===== config.mk =====
export PLATFORM = sky130hd
export DESIGN_NAME = supervisor_watchdog_reset_ce_gate
export DESIGN_NICKNAME = d
export VERILOG_FILES = /design/src/pkg/supervisor_pkg.sv /design/src/verilog/sync_pair.sv /design/src/verilog/kick_filter.sv /design/src/verilog/supervisor_watchdog_reset_ce_gate.sv
export SDC_FILE = /design/constraint.sdc
export NUM_CORES = 1
export LEC_CHECK = 0
export BUFFER_PORTS_ARGS = -buffer_cell sky130_fd_sc_hd__buf_4
export CORE_UTILIZATION = 35
export CTS_CLUSTER_DIAMETER = 60
export DETAILED_ROUTE_END_ITERATION = 16
export MAX_ROUTING_LAYER = met4
export SLEW_MARGIN = 20
export SYNTH_ARGS = -nofsm -noshare
export SYNTH_HDL_FRONTEND = slang
export SYNTH_SLANG_ARGS = --single-unit

===== constraint.sdc =====
create_clock -name clk -period 4 [get_ports clk]
set_input_delay 0.4 -clock clk [delete_from_list [all_inputs] [get_ports clk]]
set_output_delay 0.4 -clock clk [all_outputs]
set_load 0.005 [all_outputs]

===== src/pkg/supervisor_pkg.sv =====
// constants shared by the supervisor and its kick filter; the synchroniser uses none of them
// assumes a single 100 MHz clock; the ns times below are turned into cycles here
`default_nettype none
package supervisor_pkg;
	localparam int unsigned CLK_PERIOD_NS = 10;
	// internal timebase: one tick per millisecond
	localparam int unsigned TICK_NS = 1000000;
	localparam int unsigned TICK_CYC = TICK_NS / CLK_PERIOD_NS;
	localparam int unsigned KICK_MIN_NS = 100;
	localparam int unsigned KICK_MIN_CYC =
		(KICK_MIN_NS + CLK_PERIOD_NS - 1) / CLK_PERIOD_NS;
	localparam int unsigned CE_HOLD_NS = 12000;
	localparam int unsigned CE_HOLD_CYC = CE_HOLD_NS / CLK_PERIOD_NS;
	localparam int unsigned CE_HOLD_W = 11;
	// periods in ticks; internal ticks are milliseconds
	localparam int unsigned PER_W = 16;
	localparam logic [15:0] INT_WD_SHORT = 16'h0064; // 100 ms
	localparam logic [15:0] INT_WD_LONG = 16'h0640; // 1.6 s
	localparam logic [15:0] INT_RST = 16'h00C8; // 200 ms
	localparam logic [15:0] EXT_WD_NORMAL = 16'h0400; // 1024 clocks
	localparam logic [15:0] EXT_WD_FIRST = 16'h1000; // 4096 clocks
	localparam logic [15:0] EXT_RST = 16'h0800; // 2048 clocks
	// reset sequencer states
	typedef enum logic [2:0] {
		ST_LOW = 3'h1,
		ST_PULSE = 3'h2,
		ST_RUN = 3'h4
	} rst_state_e;
endpackage
`default_nettype wire


===== src/verilog/sync_pair.sv =====
// two-flop synchroniser for a bundle of asynchronous levels
// assumes the levels are quasi-static compared with the clock
`default_nettype none
module sync_pair #(
	parameter int unsigned W = 1
) (
	input  wire logic         clk,
	input  wire logic         rst_n,
	input  wire logic [W-1:0] d,
	output var  logic [W-1:0] q
);
	logic [W-1:0] meta;
	logic [W-1:0] next_meta;
	logic [W-1:0] next_q;

	if (W < 1) begin : g_chk
		$error("sync_pair needs at least one bit");
	end

	always_comb begin
		next_meta = d;
		next_q = meta;
	end

	always_ff @(posedge clk or negedge rst_n) begin
		if (!rst_n) begin
			meta <= '0;
			q <= '0;
		end else begin
			meta <= next_meta;
			q <= next_q;
		end
	end
endmodule
`default_nettype wire


===== src/verilog/kick_filter.sv =====
// pulse-width filter on the synchronised kick level
// assumes the input is already on the clk domain
`default_nettype none
module kick_filter
	import supervisor_pkg::*;
#(
	parameter int unsigned MIN_CYC = supervisor_pkg::KICK_MIN_CYC
) (
	input  wire logic clk,
	input  wire logic rst_n,
	input  wire logic level,
	output var  logic stable,
	output var  logic change
);
	localparam int unsigned CW = $clog2(MIN_CYC + 1);
	logic [CW-1:0] cnt;
	logic [CW-1:0] next_cnt;
	logic          next_stable;
	logic          next_change;

	if (MIN_CYC < 1) begin : g_chk
		$error("kick_filter needs a width of at least one cycle");
	end

	// a new level counts only once held for MIN_CYC cycles
	always_comb begin
		next_cnt = '0;
		next_stable = stable;
		next_change = 1'b0;
		if (level != stable) begin
			if (cnt == CW'(MIN_CYC - 1)) begin
				next_stable = level;
				next_change = 1'b1;
			end else begin
				next_cnt = cnt + CW'(1);
			end
		end
	end

	always_ff @(posedge clk or negedge rst_n) begin
		if (!rst_n) begin
			cnt <= '0;
			stable <= 1'b0;
			change <= 1'b0;
		end else begin
			cnt <= next_cnt;
			stable <= next_stable;
			change <= next_change;
		end
	end
endmodule
`default_nettype wire


===== src/verilog/supervisor_watchdog_reset_ce_gate.sv =====
// supervisor: reset stretcher, watchdog and chip-enable gate
// assumes supply comparator, battery mode, kick level/float and chip-enable
// arrive as asynchronous digital levels; the analogue parts live outside
`default_nettype none
module supervisor_watchdog_reset_ce_gate
	import supervisor_pkg::*;
#(
	parameter int unsigned TICK_CYC = supervisor_pkg::TICK_CYC,
	parameter int unsigned KICK_MIN_CYC = supervisor_pkg::KICK_MIN_CYC,
	parameter int unsigned CE_HOLD_CYC = supervisor_pkg::CE_HOLD_CYC
) (
	input  wire logic clk,
	input  wire logic resetn,
	input  wire logic supply_low,
	input  wire logic battery_mode,
	input  wire logic watchdog_kick_input,
	input  wire logic watchdog_kick_float,
	input  wire logic timebase_select,
	input  wire logic timebase_pin,
	input  wire logic ce_in_n,
	output var  logic reset_n_out,
	output var  logic reset_hi_o,
	output var  logic reset_hi_oe,
	output var  logic watchdog_fault_out,
	output var  logic kick_bias_en,
	output var  logic ce_out_n,
	output var  logic ce_in_hiz
);
	import supervisor_pkg::*;

	localparam int unsigned DW = $clog2(TICK_CYC);

	if (TICK_CYC < 2 || CE_HOLD_CYC < 1 || CE_HOLD_CYC >= (1 << CE_HOLD_W))
	begin : g_chk
		$error("supervisor timing parameters out of range");
	end

	// reset release through two flops
	logic rst_meta;
	logic rst_n;
	always_ff @(posedge clk or negedge resetn) begin
		if (!resetn) begin
			rst_meta <= 1'b0;
			rst_n <= 1'b0;
		end else begin
			rst_meta <= 1'b1;
			rst_n <= rst_meta;
		end
	end

	logic low_s;
	logic batt_s;
	logic kick_s;
	logic float_s;
	logic sel_s;
	logic pin_s;
	logic ce_s;

	sync_pair #(
		.W(7)
	) u_sync (
		.clk  (clk),
		.rst_n(rst_n),
		.d    ({supply_low, battery_mode, watchdog_kick_input,
			watchdog_kick_float, timebase_select, timebase_pin, ce_in_n}),
		.q    ({low_s, batt_s, kick_s, float_s, sel_s, pin_s, ce_s})
	);

	logic kick_stable;
	logic kick_change;

	kick_filter #(
		.MIN_CYC(KICK_MIN_CYC)
	) u_kick (
		.clk   (clk),
		.rst_n (rst_n),
		.level (kick_s),
		.stable(kick_stable),
		.change(kick_change)
	);

	// timebase: internal millisecond divider or rising edges of the pin
	logic          ext_mode;
	logic [DW-1:0] div;
	logic [DW-1:0] next_div;
	logic          pin_prev;
	logic          tick;
	logic [15:0]   wd_normal;
	logic [15:0]   wd_first;
	logic [15:0]   rst_len;

	always_comb begin
		ext_mode = !sel_s;
		next_div = div + DW'(1);
		if (div == DW'(TICK_CYC - 1) || ext_mode) begin
			next_div = '0;
		end
		if (ext_mode) begin
			tick = pin_s && !pin_prev;
			wd_normal = EXT_WD_NORMAL;
			wd_first = EXT_WD_FIRST;
			rst_len = EXT_RST;
		end else begin
			tick = (div == DW'(TICK_CYC - 1));
			wd_normal = pin_s ? INT_WD_LONG : INT_WD_SHORT;
			wd_first = INT_WD_LONG;
			rst_len = INT_RST;
		end
	end

	always_ff @(posedge clk or negedge rst_n) begin
		if (!rst_n) begin
			div <= '0;
			pin_prev <= 1'b0;
		end else begin
			div <= next_div;
			pin_prev <= pin_s;
		end
	end

	// reset sequencer and watchdog
	rst_state_e st;
	rst_state_e next_st;
	logic [PER_W-1:0] rcnt;
	logic [PER_W-1:0] next_rcnt;
	logic [PER_W-1:0] wd_cnt;
	logic [PER_W-1:0] next_wd_cnt;
	logic             first;
	logic             next_first;
	logic             next_fault;
	logic             low_cond;
	logic             wd_off;
	logic             activity;
	logic             expire;
	logic [PER_W-1:0] wd_limit;

	always_comb begin
		// battery mode implies supply below threshold; switchover never gates
		low_cond = low_s || batt_s;
		wd_off = low_s || float_s;
		activity = kick_change && !wd_off;
		wd_limit = first ? wd_first : wd_normal;
		// a low supply or battery mode wins over a timeout in the same cycle
		expire = (st == ST_RUN) && !low_cond && !wd_off && !activity
			&& tick && (wd_cnt == wd_limit - PER_W'(1));
		next_st = st;
		next_rcnt = rcnt;
		next_wd_cnt = wd_cnt;
		next_first = first;
		unique case (st)
			ST_LOW: begin
				next_rcnt = '0;
				if (!low_cond) begin
					next_st = ST_PULSE;
				end
			end
			ST_PULSE: begin
				next_wd_cnt = '0;
				if (low_cond) begin
					next_st = ST_LOW;
				end else if (tick) begin
					if (rcnt == rst_len - PER_W'(1)) begin
						next_st = ST_RUN;
						next_first = 1'b1;
					end else begin
						next_rcnt = rcnt + PER_W'(1);
					end
				end
			end
			ST_RUN: begin
				if (low_cond) begin
					next_st = ST_LOW;
				end else if (expire) begin
					next_st = ST_PULSE;
					next_rcnt = '0;
				end else if (wd_off || activity) begin
					next_wd_cnt = '0;
					if (activity) begin
						next_first = 1'b0;
					end
				end else if (tick) begin
					next_wd_cnt = wd_cnt + PER_W'(1);
				end
			end
		endcase
		// fault clears on a transition; a disabled watchdog shows high
		next_fault = watchdog_fault_out;
		if (wd_off || kick_change) begin
			next_fault = 1'b1;
		end else if (expire) begin
			next_fault = 1'b0;
		end
	end

	always_ff @(posedge clk or negedge rst_n) begin
		if (!rst_n) begin
			st <= ST_LOW;
			rcnt <= '0;
			wd_cnt <= '0;
			first <= 1'b1;
			watchdog_fault_out <= 1'b1;
		end else begin
			st <= next_st;
			rcnt <= next_rcnt;
			wd_cnt <= next_wd_cnt;
			first <= next_first;
			watchdog_fault_out <= next_fault;
		end
	end

	// chip-enable gate
	logic                 path_on;
	logic                 next_path_on;
	logic                 grace;
	logic                 next_grace;
	logic [CE_HOLD_W-1:0] gcnt;
	logic [CE_HOLD_W-1:0] next_gcnt;
	logic                 rst_next;

	always_comb begin
		rst_next = (next_st != ST_RUN);
		next_path_on = 1'b0;
		next_grace = 1'b0;
		next_gcnt = '0;
		if (!rst_next) begin
			next_path_on = 1'b1;
		end else if (path_on && !grace && !ce_s) begin
			// a cycle already under way may finish its write
			next_path_on = 1'b1;
			next_grace = 1'b1;
		end else if (grace && !ce_s
			&& gcnt != CE_HOLD_W'(CE_HOLD_CYC - 1)) begin
			next_path_on = 1'b1;
			next_grace = 1'b1;
			next_gcnt = gcnt + CE_HOLD_W'(1);
		end
	end

	always_ff @(posedge clk or negedge rst_n) begin
		if (!rst_n) begin
			path_on <= 1'b0;
			grace <= 1'b0;
			gcnt <= '0;
			reset_n_out <= 1'b0;
			reset_hi_o <= 1'b0;
			reset_hi_oe <= 1'b0;
			kick_bias_en <= 1'b0;
			ce_out_n <= 1'b1;
			ce_in_hiz <= 1'b1;
		end else begin
			path_on <= next_path_on;
			grace <= next_grace;
			gcnt <= next_gcnt;
			reset_n_out <= !rst_next;
			reset_hi_o <= 1'b0;
			reset_hi_oe <= !rst_next;
			kick_bias_en <= !low_s;
			ce_out_n <= next_path_on ? ce_s : 1'b1;
			ce_in_hiz <= !next_path_on;
		end
	end
endmodule
`default_nettype wire


**Yosys cells after proc, flatten, opt, wreduce, memory -nomap -nowiden**

Cells that the tools add are included.

- Word-level logic and storage cells: 127
- Output and inout bits: 7
- Register bits: 94
- Input port bits: 9

- Multiplexer cells: 47
- $add $sub $neg: 7
- Reductions and logical operators: 32
- Eq/ne operators: 20

Operators by type and width:

| kind | count |
|---|---|
| 16-bit two-way mux | 10 |
| 11-bit two-way mux | 5 |
| 16-bit case mux with 3 select lines | 1 |
| 16-bit by 1-bit adder with 16-bit output (second input constant) | 2 |
| 16-bit equality test | 2 |
| 16-bit case mux with 2 select lines | 1 |
| 16-bit by 1-bit subtractor with 16-bit output (second input constant) | 2 |
| 3-bit two-way mux | 6 |
| 17-bit by 1-bit adder with 17-bit output (second input constant) | 1 |
| 17-bit equality test (second input constant) | 1 |
| 1-bit two-way mux | 17 |
| 17-bit two-way mux | 1 |
| 2-bit != test (second input constant) | 8 |
| 13-bit two-way mux | 1 |
| 12-bit two-way mux | 1 |
| 11-bit by 1-bit adder with 11-bit output (second input constant) | 1 |
| 1-bit logical AND | 11 |
| 11-bit != test (second input constant) | 1 |
| 1-bit logical NOT | 10 |
| 3-bit case mux with 3 select lines | 1 |
| 4-bit two-way mux | 2 |
| 8-bit AND reduction | 1 |
| 1-bit logical OR | 5 |
| 5-bit AND reduction | 1 |
| other kinds (13) | 14 |

**Longest topological paths before layout**

- Word-level depth: 13
- Gate-level depth with buffers: 11
- Gate-level depth less buffers: 10

**Modules after synthesis**

From an unflattened synthesis, not the netlist that was laid out.

- Cells, all modules: 466
- Area, all modules: 4606.9 µm²

Modules (own cells, without submodules):

| module | sequential area each (µm²) | area an instance (µm²) | instances | cells each |
|---|---|---|---|---|
| supervisor_watchdog_reset_ce_gate | 1858.0 | 3983.8 | 1 | 431 |
| sync_pair | 350.3 | 350.3 | 1 | 14 |
| kick_filter | 150.1 | 272.8 | 1 | 21 |

**Least setup slack after synthesis**

Ideal clock, no wire load.

- Path kind: flip-flop to flip-flop
- From: register u_sync.q[1]
- To: register wd_cnt[14]
- Buffers on the path: 1
- Setup time: 0.124 ns
- Slack: 1.387 ns
- Arrival time: 2.489 ns
- Data required time: 3.876 ns
- Cell stages (with the launch flop): 11
- Period minus slack after synthesis: 2.613 ns
- Cell sequence: dfrtp_1 nor2_1 nand2_1 ha_1 and4_1 o21ai_1 a311oi_2 and3_1 buf_4 or4_1 a211o_1

- Longest elaborated chain between the ends: 8
- Elaborated cells on any way between the ends: 12
- Those cells by class: add/sub (1); eq/ne (3); mux (4); reduce/logical (4)

Ends and longest elaborated chain:

| element | line | text |
|---|---|---|
| start: declaration | sync_pair.sv:10 | `output var logic [W-1:0] q` |
| start signal: assignment | sync_pair.sv:31 | `q <= next_q;` |
| 11-bit two-way mux | supervisor_watchdog_reset_ce_gate.sv:105 | `wd_normal = pin_s ? INT_WD_LONG : INT_WD_SHORT;` |
| 11-bit two-way mux | supervisor_watchdog_reset_ce_gate.sv:98 | `if (ext_mode) begin` |
| 16-bit two-way mux | supervisor_watchdog_reset_ce_gate.sv:142 | `wd_limit = first ? wd_first : wd_normal;` |
| 16-bit by 1-bit subtractor with 16-bit output | supervisor_watchdog_reset_ce_gate.sv:145 | `&& tick && (wd_cnt == wd_limit - PER_W'(1));` |
| 16-bit equality test | supervisor_watchdog_reset_ce_gate.sv:145 |  |
| 1-bit logical AND | supervisor_watchdog_reset_ce_gate.sv:145 |  |
| 2-bit != test (no line) | -- |  |
| 4-bit AND reduction (no line) (*) | -- |  |
| end signal: assignment | supervisor_watchdog_reset_ce_gate.sv:205 | `wd_cnt <= next_wd_cnt;` |
| end: declaration | supervisor_watchdog_reset_ce_gate.sv:126 | `logic [PER_W-1:0] wd_cnt;` |

Mark *: on every way between the ends. The rest lies on a longest branch, timed or not.
A chain may end at the register's enable or synchronous reset.

**Worst setup path after layout**

- From: register u_sync.q[1]
- To: register rcnt[1]

- Longest elaborated chain between the ends: 8
- Elaborated cells on any way between the ends: 12
- Those cells by class: add/sub (1); eq/ne (3); mux (4); reduce/logical (4)

Ends and longest elaborated chain:

| element | line | text |
|---|---|---|
| 11-bit two-way mux | supervisor_watchdog_reset_ce_gate.sv:105 |  |
| 11-bit two-way mux | supervisor_watchdog_reset_ce_gate.sv:98 |  |
| 16-bit two-way mux | supervisor_watchdog_reset_ce_gate.sv:142 |  |
| 16-bit by 1-bit subtractor with 16-bit output | supervisor_watchdog_reset_ce_gate.sv:145 |  |
| 16-bit equality test | supervisor_watchdog_reset_ce_gate.sv:145 |  |
| 1-bit logical AND | supervisor_watchdog_reset_ce_gate.sv:145 |  |
| 2-bit != test (no line) | -- |  |
| 5-bit AND reduction (no line) (*) | -- |  |
| end signal: assignment | supervisor_watchdog_reset_ce_gate.sv:204 | `rcnt <= next_rcnt;` |
| end: declaration | supervisor_watchdog_reset_ce_gate.sv:124 | `logic [PER_W-1:0] rcnt;` |

Marks and branches as above.

==> reports/summary.md <==
The run finished with clean final reports. Among all stages on the critical path, the largest delay is contributed by sky130_fd_sc_hd__or4b_1. The tools report the count of standard-cell rows as 41. The total net switching power came out at 0.000480 W. For the HPWL after detailed placement, the log shows 6.76 mm. Measured along the x axis, the die boundary spans 117 µm. The first global-routing pass estimated 16.3 mm of wire. The tools report the arrival time of the worst setup path as 3.25 ns.

The run gives 0 as the number of inserted diodes. For the count of H-tree levels built during CTS, the log shows 3. The tools report the share of the yosys chip area belonging to registers as 51.0%. For the cell area after technology mapping, the log shows 0.00463 mm².

The synthesized flop and latch total was 94; the mux share of post-synthesis cell area was 0.460%. The clock transition at the registers of the reported paths came out at 0.07 ns. Counting flops with a built-in enable in the synthesized netlist gives 0. Dividing the synthesized area by the synthesized cell count gives 9.76 µm².

The logs give 0 for the max-slew violation total from the final report and 2.26 nW for the static leakage. Counting instances in the post-synthesis netlist gives the leading cell types as sky130_fd_sc_hd__dfrtp_1 (89), sky130_fd_sc_hd__nor2_1 (61), sky130_fd_sc_hd__nand2_1 (46). For this run, the slowest stage of the critical path takes 0.49 ns. For the top-level port count, the log shows 16.

Relative to the synthesized area, the layout overhead comes to 12.6%. Of all nets on the critical path, the largest fanout is 10. Summed over all failing endpoints, the final setup total negative slack is 0 ns. The logs give 0 for the max-cap violation count and 50.9% for the portion of total power attributed to sequential cells.

Summing all multi-input logic gate instances after layout gives 0.00215 mm². Across all hold checks on the routed design, the worst slack comes to 0.161 ns. TritonCTS built the clock tree. The number of hold buffers added after cts was 1; the die boundary height was 117 µm.

Net switching is 24.0% of the power. By area the synthesized netlist is led by sky130_fd_sc_hd__dfrtp_1 (48%), sky130_fd_sc_hd__nor2_1 (4.9%), sky130_fd_sc_hd__xor2_1 (4.2%), sky130_fd_sc_hd__nand2_1 (3.7%), sky130_fd_sc_hd__nand3_1 (3.0%). The run gives 0.00709 ns as the clock skew after layout. The clock period minus worst slack works out to 3.05 ns.

The clock drives 94 sinks. The nature of the critical path startpoint is a register. In this run the tightest slew margin relative to its limit is 38.5%.

The slew at the pin with the worst max-slew slack is 0.919 ns. The total detailed-routing wirelength is 9.67 mm, and the post-synthesis net count is 490. The final critical path takes up 76.2% of the cycle. Number of placed cells counting well taps: 650. Hold violation total from the final report: 0. The final weighted congestion in routability-driven placement is 0.873. The worst hold-check path type was in2reg. The number of antenna violations at the first check in global routing is 0, and the final number of setup-violating endpoints is 0.

Using the TritonRoute via totals, the vias-per-cell ratio works out to 5.29. The simple-gate share of the synthesized area is 23.1%. The first TritonRoute pass finished after 4 iterations. sky130_fd_sc_hd__dfrtp_1 takes more of the synthesized area than any other cell.

The share of layout cells above drive strength 1 was 9.90%. The number of distinct library cells after synthesis was 64; the average detailed-routed wire length per instance was 14.5 µm. The kind of end point of the critical path was a register. Summed over its instances, the top area cell type makes up 48.1% of the synthesized netlist area. The clock network accounts for 42.7% of the total power. Summing the areas of all compound-gate instances in the mapped netlist gives 15.2% of the synthesized area. The combinational share of power came out at 6.5%. Entering global routing, the biggest net connects 70 pins. The xor-xnor portion of the synthesized cell area is 5.68%.

The region available for standard cell placement spans 0.0128 mm². In this run the power density over the cells is 384 mW/mm². The tools report the number of antenna-violating nets in the routed design as 0. The logs give 0.000295 V for the largest vdd supply drop and 506 for the final layout net count.

By startpoint and endpoint, the worst setup path is classified as reg2reg. The number of buffers added on ports is 14. The sequential cells in the finished layout cover a total of 0.00236 mm². Total power for the finished layout comes to 0.00200 W. Global routing used 15.8% of the available tracks across all layers. The run gives 0 as the buffers inserted during post-CTS setup optimization.

The starting density of the core is 36.2%, and the violation count after the first detailed-routing iteration is 208. The routed design uses 247 µm of met3 wire. By area, the combinational part of the netlist is dominated by simple AND/OR/NAND/NOR gates. The via count of the first global-routing pass was 3449; the met2 layer wire length in the routed design was 4.41 mm.

After the flow finishes, the layout carries non-filler instances totaling 667. The buffer type at the clock tree root is sky130_fd_sc_hd__clkbuf_16. Setup repair after global routing left no endpoint under its margin.

Counting flops with an async set or reset pin after synthesis yields a share of 100%. At the placement stage, the worst setup path has a slack of 1.04 ns. In the final routing, the length of wire on met1 measures 4.84 mm. After layout, the worst setup slack is 0.951 ns. Leading cell type by number of instances after synthesis: sky130_fd_sc_hd__dfrtp_1. The number of synthesis warnings was 0. The maximum root-to-sink buffer count is 2. For this run the aggregate overflow at the end of global routing stands at 0. In this run the top signal layer used is met4.

Walking the worst path, the cells encountered are nor2_1 > nand2_1 > ha_1 > xor2_1 > or4b_1 > a311oi_2 > nand3_1 > a31oi_1 > o32ai_1. The predominant post-synthesis flop cell is sky130_fd_sc_hd__dfrtp_1. The die covers 0.0137 mm². In this run, CTS created clock tree buffers numbering 9. The internal portion of the total power is 0.00152 W. In this run, post-CTS repair resized a total of 0 instances. The number of filler cells placed in the layout was 1260; the adder and majority cell fraction of the synthesized area was 1.89%. The clock reaches the later pin of the worst-skew pair after 0.34 ns. The worst path required time was 4.20 ns. After detailed routing, the number of remaining DRC violations is 0. Derived from the worst setup path, the maximum achievable clock frequency is 0.328 GHz. Synthesis produced a netlist whose cell count is 474. For this block, the via count after detailed routing is 3527.
## area by class of cell
| class | count | share of cell area, % |
|---|---|---|
| Sequential cell | 94 | 45.3 |
| Multi-Input combinational cell | 355 | 41.3 |
| Clock buffer | 11 | 4.47 |
| Tap cell | 172 | 4.13 |
| Timing Repair Buffer | 18 | 2.64 |
| Clock inverter | 5 | 1.25 |
| Inverter | 12 | 0.864 |
## path summary, 6_finish.rpt
kind	to	start	depth (start not counted)	slack [ns]
min	u_sync.meta[0]$_DFF_PN0_	ce_in_n	1	0.16
max	rcnt[1]$_DFFE_PN0P_	u_sync.q[1]$_DFF_PN0_	9	0.95
max in group asynchronous	div[7]$_DFF_PN0_	rst_n$_DFF_PN0_	1	2.70
min reg2reg	u_sync.q[3]$_DFF_PN0_	u_sync.meta[3]$_DFF_PN0_	0	0.35
min in group asynchronous	rst_n$_DFF_PN0_	resetn	2	0.37
max reg2reg	rcnt[1]$_DFFE_PN0P_	u_sync.q[1]$_DFF_PN0_	9	0.95
## state kept, by name (all words and copies together) (netlist names), 3 cells and up
signal and count:
div 17, rcnt 16, wd_cnt 16, gcnt 11
u_sync.meta 7, u_sync.q 7, u_kick.cnt 4, st 3
## kinds of logic (layout without fill, tap and decap cells)
kind of cell | after synthesis | in the layout
xor+xnor | 30 | 30
mux | 2 | 2
other cells | 2 | 2
simple gates | 215 | 215
compound gates | 99 | 99
flops | 94 | 94
buf+inv | 25 | 46
fa+ha+maj | 7 | 7
## metrics by stage
step                      utilization, %  area [µm²]
after detailed placement            38.4        4900
after floorplan                        -        4630
after global routing                40.8        5210
after CTS                           40.8        5210
final                               40.8        5210
after global placement              38.4        4900
## power by group through the flow
stage               Combinational (W)  Clock, W  Sequential (W)
finish                       0.000129  0.000853         0.00102
global route                 0.000145  0.000914         0.00102
CTS                          0.000131  0.000881         0.00102
detailed placement           0.000129         0         0.00104
global placement             0.000126         0         0.00103
floorplan                    0.000103         0         0.00102
## cell usage in the layout (no fill, tap or decap), types with 4 or more instances in the layout
| cell type | n |
|---|---|
| sky130_fd_sc_hd__o31ai_1 | 11 |
| sky130_fd_sc_hd__nand4_1 | 9 |
| sky130_fd_sc_hd__nor3_1 | 14 |
| sky130_fd_sc_hd__a31oi_1 | 21 |
| sky130_fd_sc_hd__nand2_1 | 46 |
| sky130_fd_sc_hd__dfstp_2 | 5 |
| sky130_fd_sc_hd__o21ai_0 | 8 |
| sky130_fd_sc_hd__ha_1 | 7 |
| sky130_fd_sc_hd__xnor2_1 | 8 |
| sky130_fd_sc_hd__xor2_1 | 22 |
| sky130_fd_sc_hd__and2_1 | 9 |
| sky130_fd_sc_hd__dfrtp_1 | 88 |
| sky130_fd_sc_hd__o21a_1 | 7 |
| sky130_fd_sc_hd__a21boi_0 | 4 |
| sky130_fd_sc_hd__nand2b_1 | 7 |
| sky130_fd_sc_hd__a21o_1 | 5 |
| sky130_fd_sc_hd__a21oi_1 | 13 |
| sky130_fd_sc_hd__and3_1 | 11 |
| sky130_fd_sc_hd__nor2_1 | 61 |
| sky130_fd_sc_hd__and4_1 | 5 |
| sky130_fd_sc_hd__clkbuf_16 | 9 |
| sky130_fd_sc_hd__buf_4 | 17 |
| sky130_fd_sc_hd__o22a_1 | 4 |
| sky130_fd_sc_hd__nand3_1 | 28 |
| sky130_fd_sc_hd__nor4_1 | 5 |
| sky130_fd_sc_hd__inv_1 | 11 |
## layer usage
metal	track usage, %	vias to the layer above
li1	-	1740
met4	7.00	0
met3	2.01	13
met2	24.6	64
met1	20.7	1710
met5	-	-
## critical path, delay by kind of cell, from the launching register on
family	cells	cell delay, ns
adders and majority gates	1	0.23
and+or+nand+nor	4	1.29
DFF	1	0.40
AOI/OAI and AO/OA	3	0.83
xor gates and xnor gates	1	0.17
Power figures use the tool's default switching activity.
